==> config.mk <==
export PLATFORM = sky130hd
export DESIGN_NAME = acw_ctrl
export DESIGN_NICKNAME = d
export VERILOG_FILES = /design/src/hw/acw_pkg.sv /design/src/hw/acw_ctrl.sv /design/src/hw/acw_win_cmp.sv
export SDC_FILE = /design/constraint.sdc
export NUM_CORES = 1
export LEC_CHECK = 0
export BUFFER_PORTS_ARGS = -buffer_cell sky130_fd_sc_hd__buf_2
export CAP_MARGIN = 20
export CORE_ASPECT_RATIO = 1.4
export CORE_MARGIN = 4
export CORE_UTILIZATION = 57
export DETAILED_ROUTE_END_ITERATION = 12
export PLACE_DENSITY = 0.84
export RECOVER_POWER = 50
export SLEW_MARGIN = 30
export SYNTH_ARGS = -nofsm -noshare
export SYNTH_HDL_FRONTEND = slang
export SYNTH_HIERARCHICAL = 1
export SYNTH_SLANG_ARGS = --single-unit
==> constraint.sdc <==
create_clock -name mclk -period 2.9 [get_ports mclk]
set_input_delay 0.725 -clock mclk [delete_from_list [all_inputs] [get_ports mclk]]
set_output_delay 0.725 -clock mclk [all_outputs]
set_load 0.01 [all_outputs]
==> src/hw/acw_pkg.sv <==
// Package for the converter control and window compare block.
// Assumes APB with 32-bit data; registers are one word at four times index.
package acw_pkg;
  localparam int unsigned ADDR_W = 8;
  localparam int unsigned DATA_W = 32;

  // Register indices; byte address is four times the index
  localparam logic [5:0] IDX_WIN_MODE  = 6'h04;
  localparam logic [5:0] IDX_SAMP_LEN  = 6'h05;
  localparam logic [5:0] IDX_POS_SEL   = 6'h06;
  localparam logic [5:0] IDX_COMMAND   = 6'h08;
  localparam logic [5:0] IDX_EVT_CTRL  = 6'h09;
  localparam logic [5:0] IDX_INT_EN    = 6'h0A;
  localparam logic [5:0] IDX_INT_FLAGS = 6'h0B;
  localparam logic [5:0] IDX_DBG_CTRL  = 6'h0C;
  localparam logic [5:0] IDX_RESULT    = 6'h10;
  localparam logic [5:0] IDX_WIN_LOW   = 6'h12;
  localparam logic [5:0] IDX_WIN_HIGH  = 6'h14;

  // Field positions
  localparam int unsigned BIT_START   = 0;
  localparam int unsigned BIT_EVT_EN  = 0;
  localparam int unsigned BIT_VAL_RDY = 0;
  localparam int unsigned BIT_WIN_MAT = 1;
  localparam int unsigned BIT_DBG_RUN = 0;

  // Reset values
  localparam logic [2:0]  RST_WIN_MODE = 3'h0;
  localparam logic [4:0]  RST_SAMP_LEN = 5'h00;
  localparam logic [4:0]  RST_POS_SEL  = 5'h00;
  localparam logic [15:0] RST_WORD16   = 16'h0000;
  localparam logic [1:0]  RST_BITS2    = 2'h0;

  // Default sampling phase in converter clock cycles
  localparam logic [5:0] SAMP_BASE = 6'h02;

  // Window compare modes
  localparam logic [2:0] WM_NONE    = 3'h0;
  localparam logic [2:0] WM_BELOW   = 3'h1;
  localparam logic [2:0] WM_ABOVE   = 3'h2;
  localparam logic [2:0] WM_INSIDE  = 3'h3;
  localparam logic [2:0] WM_OUTSIDE = 3'h4;

  // Positive input codes
  localparam logic [4:0] SEL_PIN_LAST = 5'h0A;
  localparam logic [4:0] SEL_DAC_OUT  = 5'h1C;
  localparam logic [4:0] SEL_INT_REF  = 5'h1D;
  localparam logic [4:0] SEL_GROUND   = 5'h1F;

  typedef enum logic [2:0] {
    ST_IDLE    = 3'b001,
    ST_SAMPLE  = 3'b010,
    ST_CONVERT = 3'b100
  } acw_state_e;

  function automatic logic [ADDR_W-1:0] reg_addr(input logic [5:0] idx);
    reg_addr = {idx, 2'b00};
  endfunction : reg_addr

  // Reserved input codes fall back to ground
  function automatic logic [4:0] legal_sel(input logic [4:0] code);
    if (code <= SEL_PIN_LAST || code == SEL_DAC_OUT ||
        code == SEL_INT_REF || code == SEL_GROUND) begin
      legal_sel = code;
    end else begin
      legal_sel = SEL_GROUND;
    end
  endfunction : legal_sel
endpackage : acw_pkg

==> src/hw/acw_ctrl.sv <==
// Converter control with window compare, APB register slave.
// Assumes conv_tick and the analog result come from the same mclk domain.
//
// Overview of operation
// [RQ1] Window mode field selects match condition
// [RQ2] Mode zero never sets window flag
// [RQ3] Mode one below low, two above high
// [RQ4] Three strictly inside, four outside window
// [RQ5] Sample length extends two-cycle sampling phase
// [RQ6] Input select routes pins, DAC, reference, ground
// [RQ7] New input selection waits for conversion end
// [RQ8] Writing start bit launches one measurement
// [RQ9] Start bit reads one while busy
// [RQ10] Event input starts conversion when enabled
// [RQ11] Window interrupt requires enable and flag
// [RQ12] Result interrupt requires enable and flag
// [RQ13] Window flag set only on matching result
// [RQ14] Window flag cleared by one or read
// [RQ15] Result flag set on each completion
// [RQ16] Result flag cleared by one or read
// [RQ17] Writing zero leaves flags unchanged
// [RQ18] Debug halt freezes block, ignores events
// [RQ19] Debug run keeps converting while halted
// [RQ20] Thresholds apply to final accumulated value
// [RQ21] Thresholds sixteen-bit writable, reset zero
// [RQ22] Reserved window modes behave like zero
// [RQ23] Comparisons unsigned with strict relations
`timescale 1ns/1ps
module acw_ctrl (
  input  wire logic                       mclk,
  input  wire logic                       rst_b,
  input  wire logic                       psel,
  input  wire logic                       penable,
  input  wire logic                       pwrite,
  input  wire logic [acw_pkg::ADDR_W-1:0] paddr,
  input  wire logic [acw_pkg::DATA_W-1:0] pwdata,
  output logic      [acw_pkg::DATA_W-1:0] prdata,
  output logic                            pready,
  output logic                            pslverr,
  input  wire logic                       conv_tick,
  input  wire logic                       evt_start,
  input  wire logic                       cpu_halted,
  input  wire logic                       conv_done,
  input  wire logic [15:0]                conv_data,
  output logic      [4:0]                 input_sel,
  output logic                            sampling,
  output logic                            conv_begin,
  output logic                            irq_result,
  output logic                            irq_window
);
  acw_pkg::acw_state_e state_r;
  logic [2:0]  win_mode_r;
  logic [4:0]  samp_len_r;
  logic [4:0]  pos_sel_r;
  logic        busy_r;
  logic        evt_en_r;
  logic [1:0]  int_en_r;
  logic [1:0]  int_en_nxt;
  logic [1:0]  flags_r;
  logic [1:0]  flags_nxt;
  logic        dbg_run_r;
  logic [15:0] result_r;
  logic [15:0] low_thr_r;
  logic [15:0] high_thr_r;
  logic [5:0]  samp_cnt_r;
  logic [5:0]  samp_end_r;
  logic [4:0]  input_sel_r;
  logic        conv_begin_r;
  logic        sampling_r;
  logic [31:0] prdata_r;
  logic        pready_r;
  logic        pslverr_r;
  logic        irq_result_r;
  logic        irq_window_r;
  logic        frozen;
  logic        wr_en;
  logic        rd_en;
  logic        finish;
  logic        launch;
  logic        win_match;
  logic        mapped;

  assign frozen = cpu_halted && !dbg_run_r;        // RQ18 RQ19
  assign wr_en  = psel && penable && pready_r && pwrite;
  assign rd_en  = psel && penable && pready_r && !pwrite;
  assign finish = state_r == acw_pkg::ST_CONVERT && conv_done;
  assign launch = state_r == acw_pkg::ST_IDLE && busy_r && !frozen;

  function automatic logic hit(input logic [5:0] idx);
    hit = paddr == acw_pkg::reg_addr(idx);
  endfunction : hit

  acw_win_cmp u_win_cmp (
    .mode     (win_mode_r),
    .result   (conv_data),
    .low_thr  (low_thr_r),
    .high_thr (high_thr_r),
    .match    (win_match)
  );

  // APB answer: no wait states, data prepared during the setup cycle
  always_comb begin
    mapped = hit(acw_pkg::IDX_WIN_MODE) || hit(acw_pkg::IDX_SAMP_LEN) ||
             hit(acw_pkg::IDX_POS_SEL) || hit(acw_pkg::IDX_COMMAND) ||
             hit(acw_pkg::IDX_EVT_CTRL) || hit(acw_pkg::IDX_INT_EN) ||
             hit(acw_pkg::IDX_INT_FLAGS) || hit(acw_pkg::IDX_DBG_CTRL) ||
             hit(acw_pkg::IDX_RESULT) || hit(acw_pkg::IDX_WIN_LOW) ||
             hit(acw_pkg::IDX_WIN_HIGH);
  end

  always_ff @(posedge mclk) begin
    if (!rst_b) begin
      pready_r  <= 1'b0;
      pslverr_r <= 1'b0;
      prdata_r  <= 32'h0000_0000;
    end else begin
      pready_r  <= psel && !penable;
      pslverr_r <= psel && !penable && !mapped;
      prdata_r  <= 32'h0000_0000;
      if (psel && !penable && !pwrite) begin
        case (1'b1)
          hit(acw_pkg::IDX_WIN_MODE):  prdata_r[2:0]  <= win_mode_r;
          hit(acw_pkg::IDX_SAMP_LEN):  prdata_r[4:0]  <= samp_len_r;
          hit(acw_pkg::IDX_POS_SEL):   prdata_r[4:0]  <= pos_sel_r;
          hit(acw_pkg::IDX_COMMAND):   prdata_r[acw_pkg::BIT_START]
                                         <= busy_r; // RQ9
          hit(acw_pkg::IDX_EVT_CTRL):  prdata_r[acw_pkg::BIT_EVT_EN]
                                         <= evt_en_r;
          hit(acw_pkg::IDX_INT_EN):    prdata_r[1:0]  <= int_en_r;
          hit(acw_pkg::IDX_INT_FLAGS): prdata_r[1:0]  <= flags_r;
          hit(acw_pkg::IDX_DBG_CTRL):  prdata_r[acw_pkg::BIT_DBG_RUN]
                                         <= dbg_run_r;
          hit(acw_pkg::IDX_RESULT):    prdata_r[15:0] <= result_r;
          hit(acw_pkg::IDX_WIN_LOW):   prdata_r[15:0] <= low_thr_r;
          hit(acw_pkg::IDX_WIN_HIGH):  prdata_r[15:0] <= high_thr_r;
          default:                     prdata_r       <= 32'h0000_0000;
        endcase
      end
    end
  end

  // Plain read/write configuration
  always_ff @(posedge mclk) begin
    if (!rst_b) begin
      win_mode_r <= acw_pkg::RST_WIN_MODE;
      samp_len_r <= acw_pkg::RST_SAMP_LEN;
      pos_sel_r  <= acw_pkg::RST_POS_SEL;
      evt_en_r   <= 1'b0;
      int_en_r   <= acw_pkg::RST_BITS2;
      dbg_run_r  <= 1'b0;
      low_thr_r  <= acw_pkg::RST_WORD16;  // RQ21
      high_thr_r <= acw_pkg::RST_WORD16;  // RQ21
    end else if (wr_en) begin
      if (hit(acw_pkg::IDX_WIN_MODE)) win_mode_r <= pwdata[2:0];
      if (hit(acw_pkg::IDX_SAMP_LEN)) samp_len_r <= pwdata[4:0];
      if (hit(acw_pkg::IDX_POS_SEL))  pos_sel_r  <= pwdata[4:0];
      if (hit(acw_pkg::IDX_EVT_CTRL))
        evt_en_r <= pwdata[acw_pkg::BIT_EVT_EN];
      if (hit(acw_pkg::IDX_INT_EN))   int_en_r   <= pwdata[1:0];
      if (hit(acw_pkg::IDX_DBG_CTRL))
        dbg_run_r <= pwdata[acw_pkg::BIT_DBG_RUN];
      if (hit(acw_pkg::IDX_WIN_LOW))  low_thr_r  <= pwdata[15:0]; // RQ21
      if (hit(acw_pkg::IDX_WIN_HIGH)) high_thr_r <= pwdata[15:0]; // RQ21
    end
  end

  // Start bit: set by software or event, cleared when conversion ends
  always_ff @(posedge mclk) begin
    if (!rst_b) begin
      busy_r <= 1'b0;
    end else if (wr_en && hit(acw_pkg::IDX_COMMAND)
                 && pwdata[acw_pkg::BIT_START]) begin
      busy_r <= 1'b1;                                     // RQ8
    end else if (evt_en_r && evt_start && !frozen) begin
      busy_r <= 1'b1;                                     // RQ10 RQ18
    end else if (finish) begin
      busy_r <= 1'b0;                                     // RQ9
    end
  end

  // Conversion sequencer; sampling counted in converter clock ticks
  always_ff @(posedge mclk) begin
    if (!rst_b) begin
      state_r      <= acw_pkg::ST_IDLE;
      samp_cnt_r   <= 6'h00;
      samp_end_r   <= acw_pkg::SAMP_BASE;
      input_sel_r  <= acw_pkg::RST_POS_SEL;
      conv_begin_r <= 1'b0;
      sampling_r   <= 1'b0;
    end else begin
      conv_begin_r <= 1'b0;
      case (state_r)
        acw_pkg::ST_IDLE: begin
          if (launch) begin
            state_r     <= acw_pkg::ST_SAMPLE;
            samp_cnt_r  <= 6'h00;
            samp_end_r  <= acw_pkg::SAMP_BASE + {1'b0, samp_len_r}; // RQ5
            input_sel_r <= acw_pkg::legal_sel(pos_sel_r);      // RQ6 RQ7
            sampling_r  <= 1'b1;
          end
        end
        acw_pkg::ST_SAMPLE: begin
          if (conv_tick && !frozen) begin
            if (samp_cnt_r + 6'h01 == samp_end_r) begin            // RQ5
              state_r      <= acw_pkg::ST_CONVERT;
              conv_begin_r <= 1'b1;
              sampling_r   <= 1'b0;
            end
            samp_cnt_r <= samp_cnt_r + 6'h01;
          end
        end
        acw_pkg::ST_CONVERT: begin
          if (conv_done) begin
            state_r <= acw_pkg::ST_IDLE;
          end
        end
        default: begin
          state_r    <= acw_pkg::ST_IDLE;
          sampling_r <= 1'b0;
        end
      endcase
    end
  end

  // Result capture; conv_data is the final accumulated value
  always_ff @(posedge mclk) begin
    if (!rst_b) begin
      result_r <= acw_pkg::RST_WORD16;
    end else if (finish) begin
      result_r <= conv_data;                              // RQ20
    end
  end

  // Flags: hardware set wins over a clear in the same cycle
  always_comb begin
    flags_nxt  = flags_r;
    int_en_nxt = int_en_r;
    if (wr_en && hit(acw_pkg::IDX_INT_EN)) begin
      int_en_nxt = pwdata[1:0];
    end
    if (rd_en && hit(acw_pkg::IDX_RESULT)) begin
      flags_nxt = 2'h0;                                   // RQ14 RQ16
    end
    if (wr_en && hit(acw_pkg::IDX_INT_FLAGS)) begin
      flags_nxt = flags_nxt & ~pwdata[1:0];               // RQ14 RQ16 RQ17
    end
    if (finish) begin
      flags_nxt[acw_pkg::BIT_VAL_RDY] = 1'b1;             // RQ15
      if (win_match) begin
        flags_nxt[acw_pkg::BIT_WIN_MAT] = 1'b1;           // RQ13 RQ20
      end
    end
  end

  always_ff @(posedge mclk) begin
    if (!rst_b) begin
      flags_r      <= acw_pkg::RST_BITS2;
      irq_result_r <= 1'b0;
      irq_window_r <= 1'b0;
    end else begin
      flags_r      <= flags_nxt;
      irq_result_r <= flags_nxt[acw_pkg::BIT_VAL_RDY]
                      && int_en_nxt[acw_pkg::BIT_VAL_RDY]; // RQ12
      irq_window_r <= flags_nxt[acw_pkg::BIT_WIN_MAT]
                      && int_en_nxt[acw_pkg::BIT_WIN_MAT]; // RQ11
    end
  end

  assign prdata     = prdata_r;
  assign pready     = pready_r;
  assign pslverr    = pslverr_r;
  assign input_sel  = input_sel_r;
  assign sampling   = sampling_r;
  assign conv_begin = conv_begin_r;
  assign irq_result = irq_result_r;
  assign irq_window = irq_window_r;
endmodule : acw_ctrl

==> src/hw/acw_win_cmp.sv <==
// Window comparator: unsigned 16-bit result against low and high limits.
// Assumes inputs are stable in the cycle the caller samples the match.
`timescale 1ns/1ps
module acw_win_cmp (
  input  wire logic [2:0]  mode,
  input  wire logic [15:0] result,
  input  wire logic [15:0] low_thr,
  input  wire logic [15:0] high_thr,
  output logic             match
);
  logic below;
  logic above;

  assign below = result < low_thr;  // RQ23
  assign above = result > high_thr; // RQ23

  always_comb begin
    case (mode) // RQ1
      acw_pkg::WM_BELOW:   match = below;          // RQ3
      acw_pkg::WM_ABOVE:   match = above;          // RQ3
      acw_pkg::WM_INSIDE:  match = !below && !above
                                   && result != low_thr
                                   && result != high_thr; // RQ4
      acw_pkg::WM_OUTSIDE: match = below || above; // RQ4
      default:             match = 1'b0;           // RQ2 RQ22
    endcase
  end
endmodule : acw_win_cmp

Yosys cells after proc, flatten, opt, wreduce, memory -nomap -nowiden

Index checks and enable logic that the tools add are counted.

Register bits after elaboration: 126
Input port bits: 65
Output and inout bits: 43
Logic and storage cells: 195

Add/subtract/negate cells: 2
$lt $le $gt $ge: 3
Eq/ne operators: 28
Multiplexer cells: 69
Bitwise gates (word level): 5
Reduce and logical (&&, ||, !) cells: 63

Operator list:

| kind                                                | count |
|---|---|
| 2-to-1 mux 1 bit                                    | 41 |
| equality test 8 x 6 -> 1 bit, second input constant | 5 |
| 2-to-1 mux 11 bit                                   | 3 |
| inequality test 16 bit                              | 2 |
| 2-to-1 mux 2 bit                                    | 14 |
| equality test 8 x 5 -> 1 bit, second input constant | 3 |
| equality test 8 x 7 -> 1 bit, second input constant | 3 |
| logical AND 1 bit                                   | 24 |
| AND reduction 2 bit                                 | 10 |
| > comparator 16 bit                                 | 1 |
| less-than comparator 16 bit                         | 1 |
| equality test 5 bit, second input constant          | 3 |
| logical OR 1 bit                                    | 14 |
| 2-to-1 mux 3 bit                                    | 4 |
| 2-to-1 mux 6 bit                                    | 2 |
| case mux 6 bit (2 select lines)                     | 1 |
| OR reduction 10 bit                                 | 1 |
| equality test 3 x 2 -> 1 bit, second input constant | 3 |
| case mux 3 bit (3 select lines)                     | 1 |
| inequality test 2 bit, second input constant        | 4 |
| AND reduction 4 bit                                 | 2 |
| logical NOT 1 bit                                   | 7 |
| adder 2 x 5 -> 6 bit, first input constant          | 1 |
| adder 6 x 1 -> 6 bit, second input constant         | 1 |
| 14 further kinds                                    | 19 |

Logic depth before layout (Yosys ltp)

Word-level depth: 13
Mapped depth: 10
Gate-level depth less buffers: 10

Hierarchy

The synthesis kept the hierarchy.

Modules (own cells, without submodules):

| module      | instances | cells each | area each (sq um) |
|---|---|---|---|
| acw_ctrl    | 1         | 625        | 5308.8 |
| acw_win_cmp | 1         | 124        | 864.6 |

Worst setup path before layout

Ideal clock, no wire load.

Path kind: input-to-reg
From: in conv_data[14]
To: reg irq_window_r, in the netlist irq_window
Library setup time: 0.080 ns
Data arrival time: 2.478 ns
Required time: 2.820 ns
Slack: 0.342 ns
Stages on the path: 9
Path buffers: 0
Cell sequence: ha_1 -> a21oi_2 -> nand2_1 -> a221o_1 -> a211o_1 -> and3_4 -> nor4b_2 -> a32oi_1 -> nor3b_1

Longest elaborated chain between the ends: 9
Elaborated cells between the ends (all ways): 14
Classes of those cells: 2 x order compare; 2 x eq/ne; 3 x mux; 7 x reduce/logical

Ends and longest elaborated chain:

| item                                                                      | RTL line                             | text |
|---|---|---|
| from (decl)                                                               | acw_ctrl.sv:44                       | `input wire logic [15:0] conv_data,` |
| less-than comparator 16 bit / > comparator 16 bit (equally long branches) | acw_win_cmp.sv:14, acw_win_cmp.sv:15 |  |
| logical NOT 1 bit                                                         | acw_win_cmp.sv:21                    | `acw_pkg::WM_INSIDE: match = !below && !above` |
| logical AND 1 bit                                                         | acw_win_cmp.sv:21                    |  |
| logical AND 1 bit                                                         | acw_win_cmp.sv:22                    | `&& result != low_thr` |
| logical AND 1 bit                                                         | acw_win_cmp.sv:23                    | `&& result != high_thr;` |
| case mux 1 bit (4 select lines) (*)                                       | acw_win_cmp.sv:18                    | `case (mode)` |
| via win_match                                                             | acw_ctrl.sv:80                       | `logic win_match;` |
| 2-to-1 mux 1 bit (*)                                                      | acw_ctrl.sv:249                      | `if (win_match) begin` |
| 2-to-1 mux 2 bit (*)                                                      | acw_ctrl.sv:247                      | `if (finish) begin` |
| logical AND 1 bit (*)                                                     | acw_ctrl.sv:265                      | `&& int_en_nxt[acw_pkg::BIT_WIN_MAT];` |
| to (signal assigned)                                                      | acw_ctrl.sv:264                      | `irq_window_r <= flags_nxt[acw_pkg::BIT_WIN_MAT]` |
| to (decl)                                                                 | acw_ctrl.sv:74                       | `logic irq_window_r;` |

Mark *: on every way through the listed nets, which the timed path passes. The rest lies on a longest branch.
A chain may end at the register's enable or synchronous reset.

Worst setup path after layout

From: in conv_data[7]
To: reg irq_window_r, in the netlist irq_window

The elaborated chain is that of the path after synthesis.

==> metrics.md <==
| Metric | Value |
|---|---|
| Status | finished clean |
| Hold buffers post-CTS | 0 |
| Proportion of netlist area held by the largest area contributor | 0.357 |
| Hold WC Path Type | flop to flop |
| Post-synthesis sequential area ratio | 0.357 |
| CTS root buf | clkbuf_16 |
| Ys async rst share | 0 |
| Post-CTS setup buffer count | 0 |
| Post-DRT Antenna Nets | 0 |
| Dpl cell area | 6690 µm² |
| Starting density of the core | 0.590 |
| Clock sink total | 110 |
| Final nets | 917 |
| Setup violations, final | 0 |
| Min Hold Slack | 0.470 ns |
| Max Freq | 371 MHz |
| Leak Pwr | 2.51 nW |
| Area grow syn2layout | 12.9% |
| Hold Path End | result_r[0]$_SDFFE_PN0P_ |
| Longest Clk Path Bufs | 2 |
| HPWL after DPL | 11800 µm |
| Boundary Pins | 108 |
| CP Launch Type | input pin |
| Multi-input gate area | 3570 µm² |
| FF-to-FF Start | low_thr_r[7]$_SDFFE_PN0P_ |
| TritonRoute pass-1 iters | 5 |
| Crit Path Class | input pin to flop |
| Total CTS buffers | 9 |
| Initial antenna violation count | 0 |
| Peak supply drop | 0.301 mV |
| Top cells by area, synth | dfxtp_1, nand2_1, ha_1, a21boi_0, mux2i_1 |
| Global-route wire length before repair | 27300 µm |
| Power per Cell Area | 446 nW/µm² |
| Synthesized flop and latch total | 110 |
| Tot GR Track Use | 0.272 |
| DRT Wirelength | 16700 µm |
| Fin util | 0.666 |
| R2R setup slack | 0.28 ns |
| Share of layout cells above drive strength 1 | 0.131 |
| Setup TNS | 0 ns |
| Cells after Synth | 749 |
| Design area | 6970 µm² |
| Number of DRC markers in iteration 0 | 458 |
| GP Congestion | 0.962 |
| FF-to-FF End | irq_window$_SDFF_PN0_ |
| Storage element area | 2200 µm² |
| Port bufs | 75 |
| Post-synth top area cell | dfxtp_1 |
| Synthesized area | 6170 µm² |
| Number of global-route vias before repair | 5852 |
| RSZ-0062 raised after global routing | false |
| Row count | 44 |
| Die ar. | 12600 µm² |
| Main synth FF type | dfxtp_1 |
| Number of flops mapped to enable cells by yosys | 0 |
| Critical path arrival | 2.96 ns |
| Final cycle utilization of the critical path | 0.929 |
| Fin. max-slew vios | 0 |
| Cell with the most instances after synthesis | nand2_1 |
| WL/cell | 17.4 µm |
| Hold path depth | 2 |
| Min cycle time layout | 2.70 ns |
| CTS tree | done |
| DR vias | 5768 |
| DIE WIDTH | 96.0 µm |
| Crit. End Element | flop |
| Final hold violations | 0 |
| CTS HTree Levels | 3 |
| Core box area | 10500 µm² |
| Worst Skew | 0.00852 ns |
| Yosys warnings | 6 |
| R2R cell count | 10 |
| Worst slew margin | 0.358 |
| DR vias/cell | 6.00 |
| FILL cells | 879 |
| Slew @ Worst Pin | 0.963 ns |
| WP data required | 3.17 ns |
| Post-Syn Area per Cell | 8.24 µm² |
| Post-CTS sizing | 0 |
| Die H | 131 µm |
| Hold path startpoint | result_r[0]$_SDFFE_PN0P_ |
| Synth cell count leaders | nand2_1, dfxtp_1, a21boi_0, nor2_1, inv_1 |
| Worst-path maximum fanout | 3 |
| Max Cap Viol | 0 |
| Largest net degree at the start of global routing | 60 |
| Reg clk slew, reported paths | 0.07 ns |
| Ant diodes | 0 |
| Drc violations | 0 |
| GRT Residual Overflow | 0 |
| Netlist cell types | 70 |
| Worst-skew pair later-pin latency | 0.35 ns |
[layer usage]
layer / GRT usage / wire [µm] / up-vias
met5: 0 / 0 / -
met4: 0.153 / 714 / 0
met3: 0.0395 / 1180 / 67
met2: 0.469 / 8530 / 267
met1: 0.312 / 6300 / 2716
li1: - / - / 2718
[critical path, cell delays in order]
cell and delay (ns):
buf_2 0.12, ha_1 0.31, a21oi_1 0.15, o21ai_0 0.12
a221o_1 0.34, a211o_1 0.28, and3_4 0.19, nor4b_2 0.39
a32oi_1 0.12, nor3b_1 0.22
[flip-flops by register name (all words and copies together), names as in the netlist]
name and flops:
samp_cnt_r 6, low_thr_r 16, input_sel 5, busy_r 1, prdata 16, sampling 1, flags_r 2, samp_len_r 5
irq_result 1, dbg_run_r 1, samp_end_r 6, pslverr 1, win_mode_r 3, int_en_r 2, high_thr_r 16, irq_window 1
state_r 3, conv_begin 1, evt_en_r 1, pready 1, result_r 16, pos_sel_r 5
[area by class of cell]
class	count	area share
multi-input cells	552	0.512
clock buffers	10	0.0329
clock inverters	6	0.0136
well taps	138	0.0248
flip-flops and latches	110	0.316
inverters	42	0.0226
repair buffers	103	0.0781
[cells by family after synthesis]
group	synth area share
compound gates	0.199
xor+xnor	0.0142
fa+ha+maj	0.0689
buf+inv	0.0776
flops	0.357
mux	0.0357
other cells	0.000607
simple gates	0.247
[worst max path at each step]
stage | start | endpoint | slack, ns | cells after the start
6_report | conv_data[7] | irq_window$_SDFF_PN0_ | 0.20 | 10
3_3_place_gp | conv_data[7] | irq_window$_SDFF_PN0_ | -0.08 | 10
4_1_cts | conv_data[7] | irq_window$_SDFF_PN0_ | 0.21 | 10
2_1_floorplan | conv_data[14] | irq_window$_SDFF_PN0_ | 0.34 | 9
5_1_grt | conv_data[14] | irq_window$_SDFF_PN0_ | 0.01 | 10
3_5_place_dp | conv_data[7] | irq_window$_SDFF_PN0_ | -0.13 | 10
[placed cells by master, fill, tap and decap left out, types with 20 or more instances in the layout]
| cell | netlist | layout |
|---|---|---|
| mux2i_1 | 22 | 22 |
| nor2b_1 | 27 | 27 |
| o21ai_0 | 22 | 22 |
| a21boi_0 | 47 | 47 |
| clkbuf_1 | 28 | 30 |
| inv_1 | 42 | 42 |
| a21oi_1 | 33 | 33 |
| dfxtp_1 | 110 | 110 |
| nor2_1 | 47 | 47 |
| ha_1 | 34 | 34 |
| buf_4 | 18 | 26 |
| buf_2 | 10 | 47 |
| nand2_1 | 127 | 127 |
| nand3_1 | 20 | 20 |
[stage by stage]
stage	power, mW	setup WS [ns]	std cells
finish	3.10	0.205	961
global route	3.20	0.0117	961
CTS	3.12	0.214	961
detailed placement	1.79	-0.129	945
global placement	1.78	-0.0752	945
floorplan	1.70	0.342	764
[power by group]
group | total (mW) | internal (mW) | switching [mW]
logic | 0.250 | 0.100 | 0.150
registers | 1.51 | 1.51 | 0.000659
clock network | 1.34 | 0.766 | 0.578
total | 3.10 | 2.38 | 0.729
(Power assumes the default switching activity.)
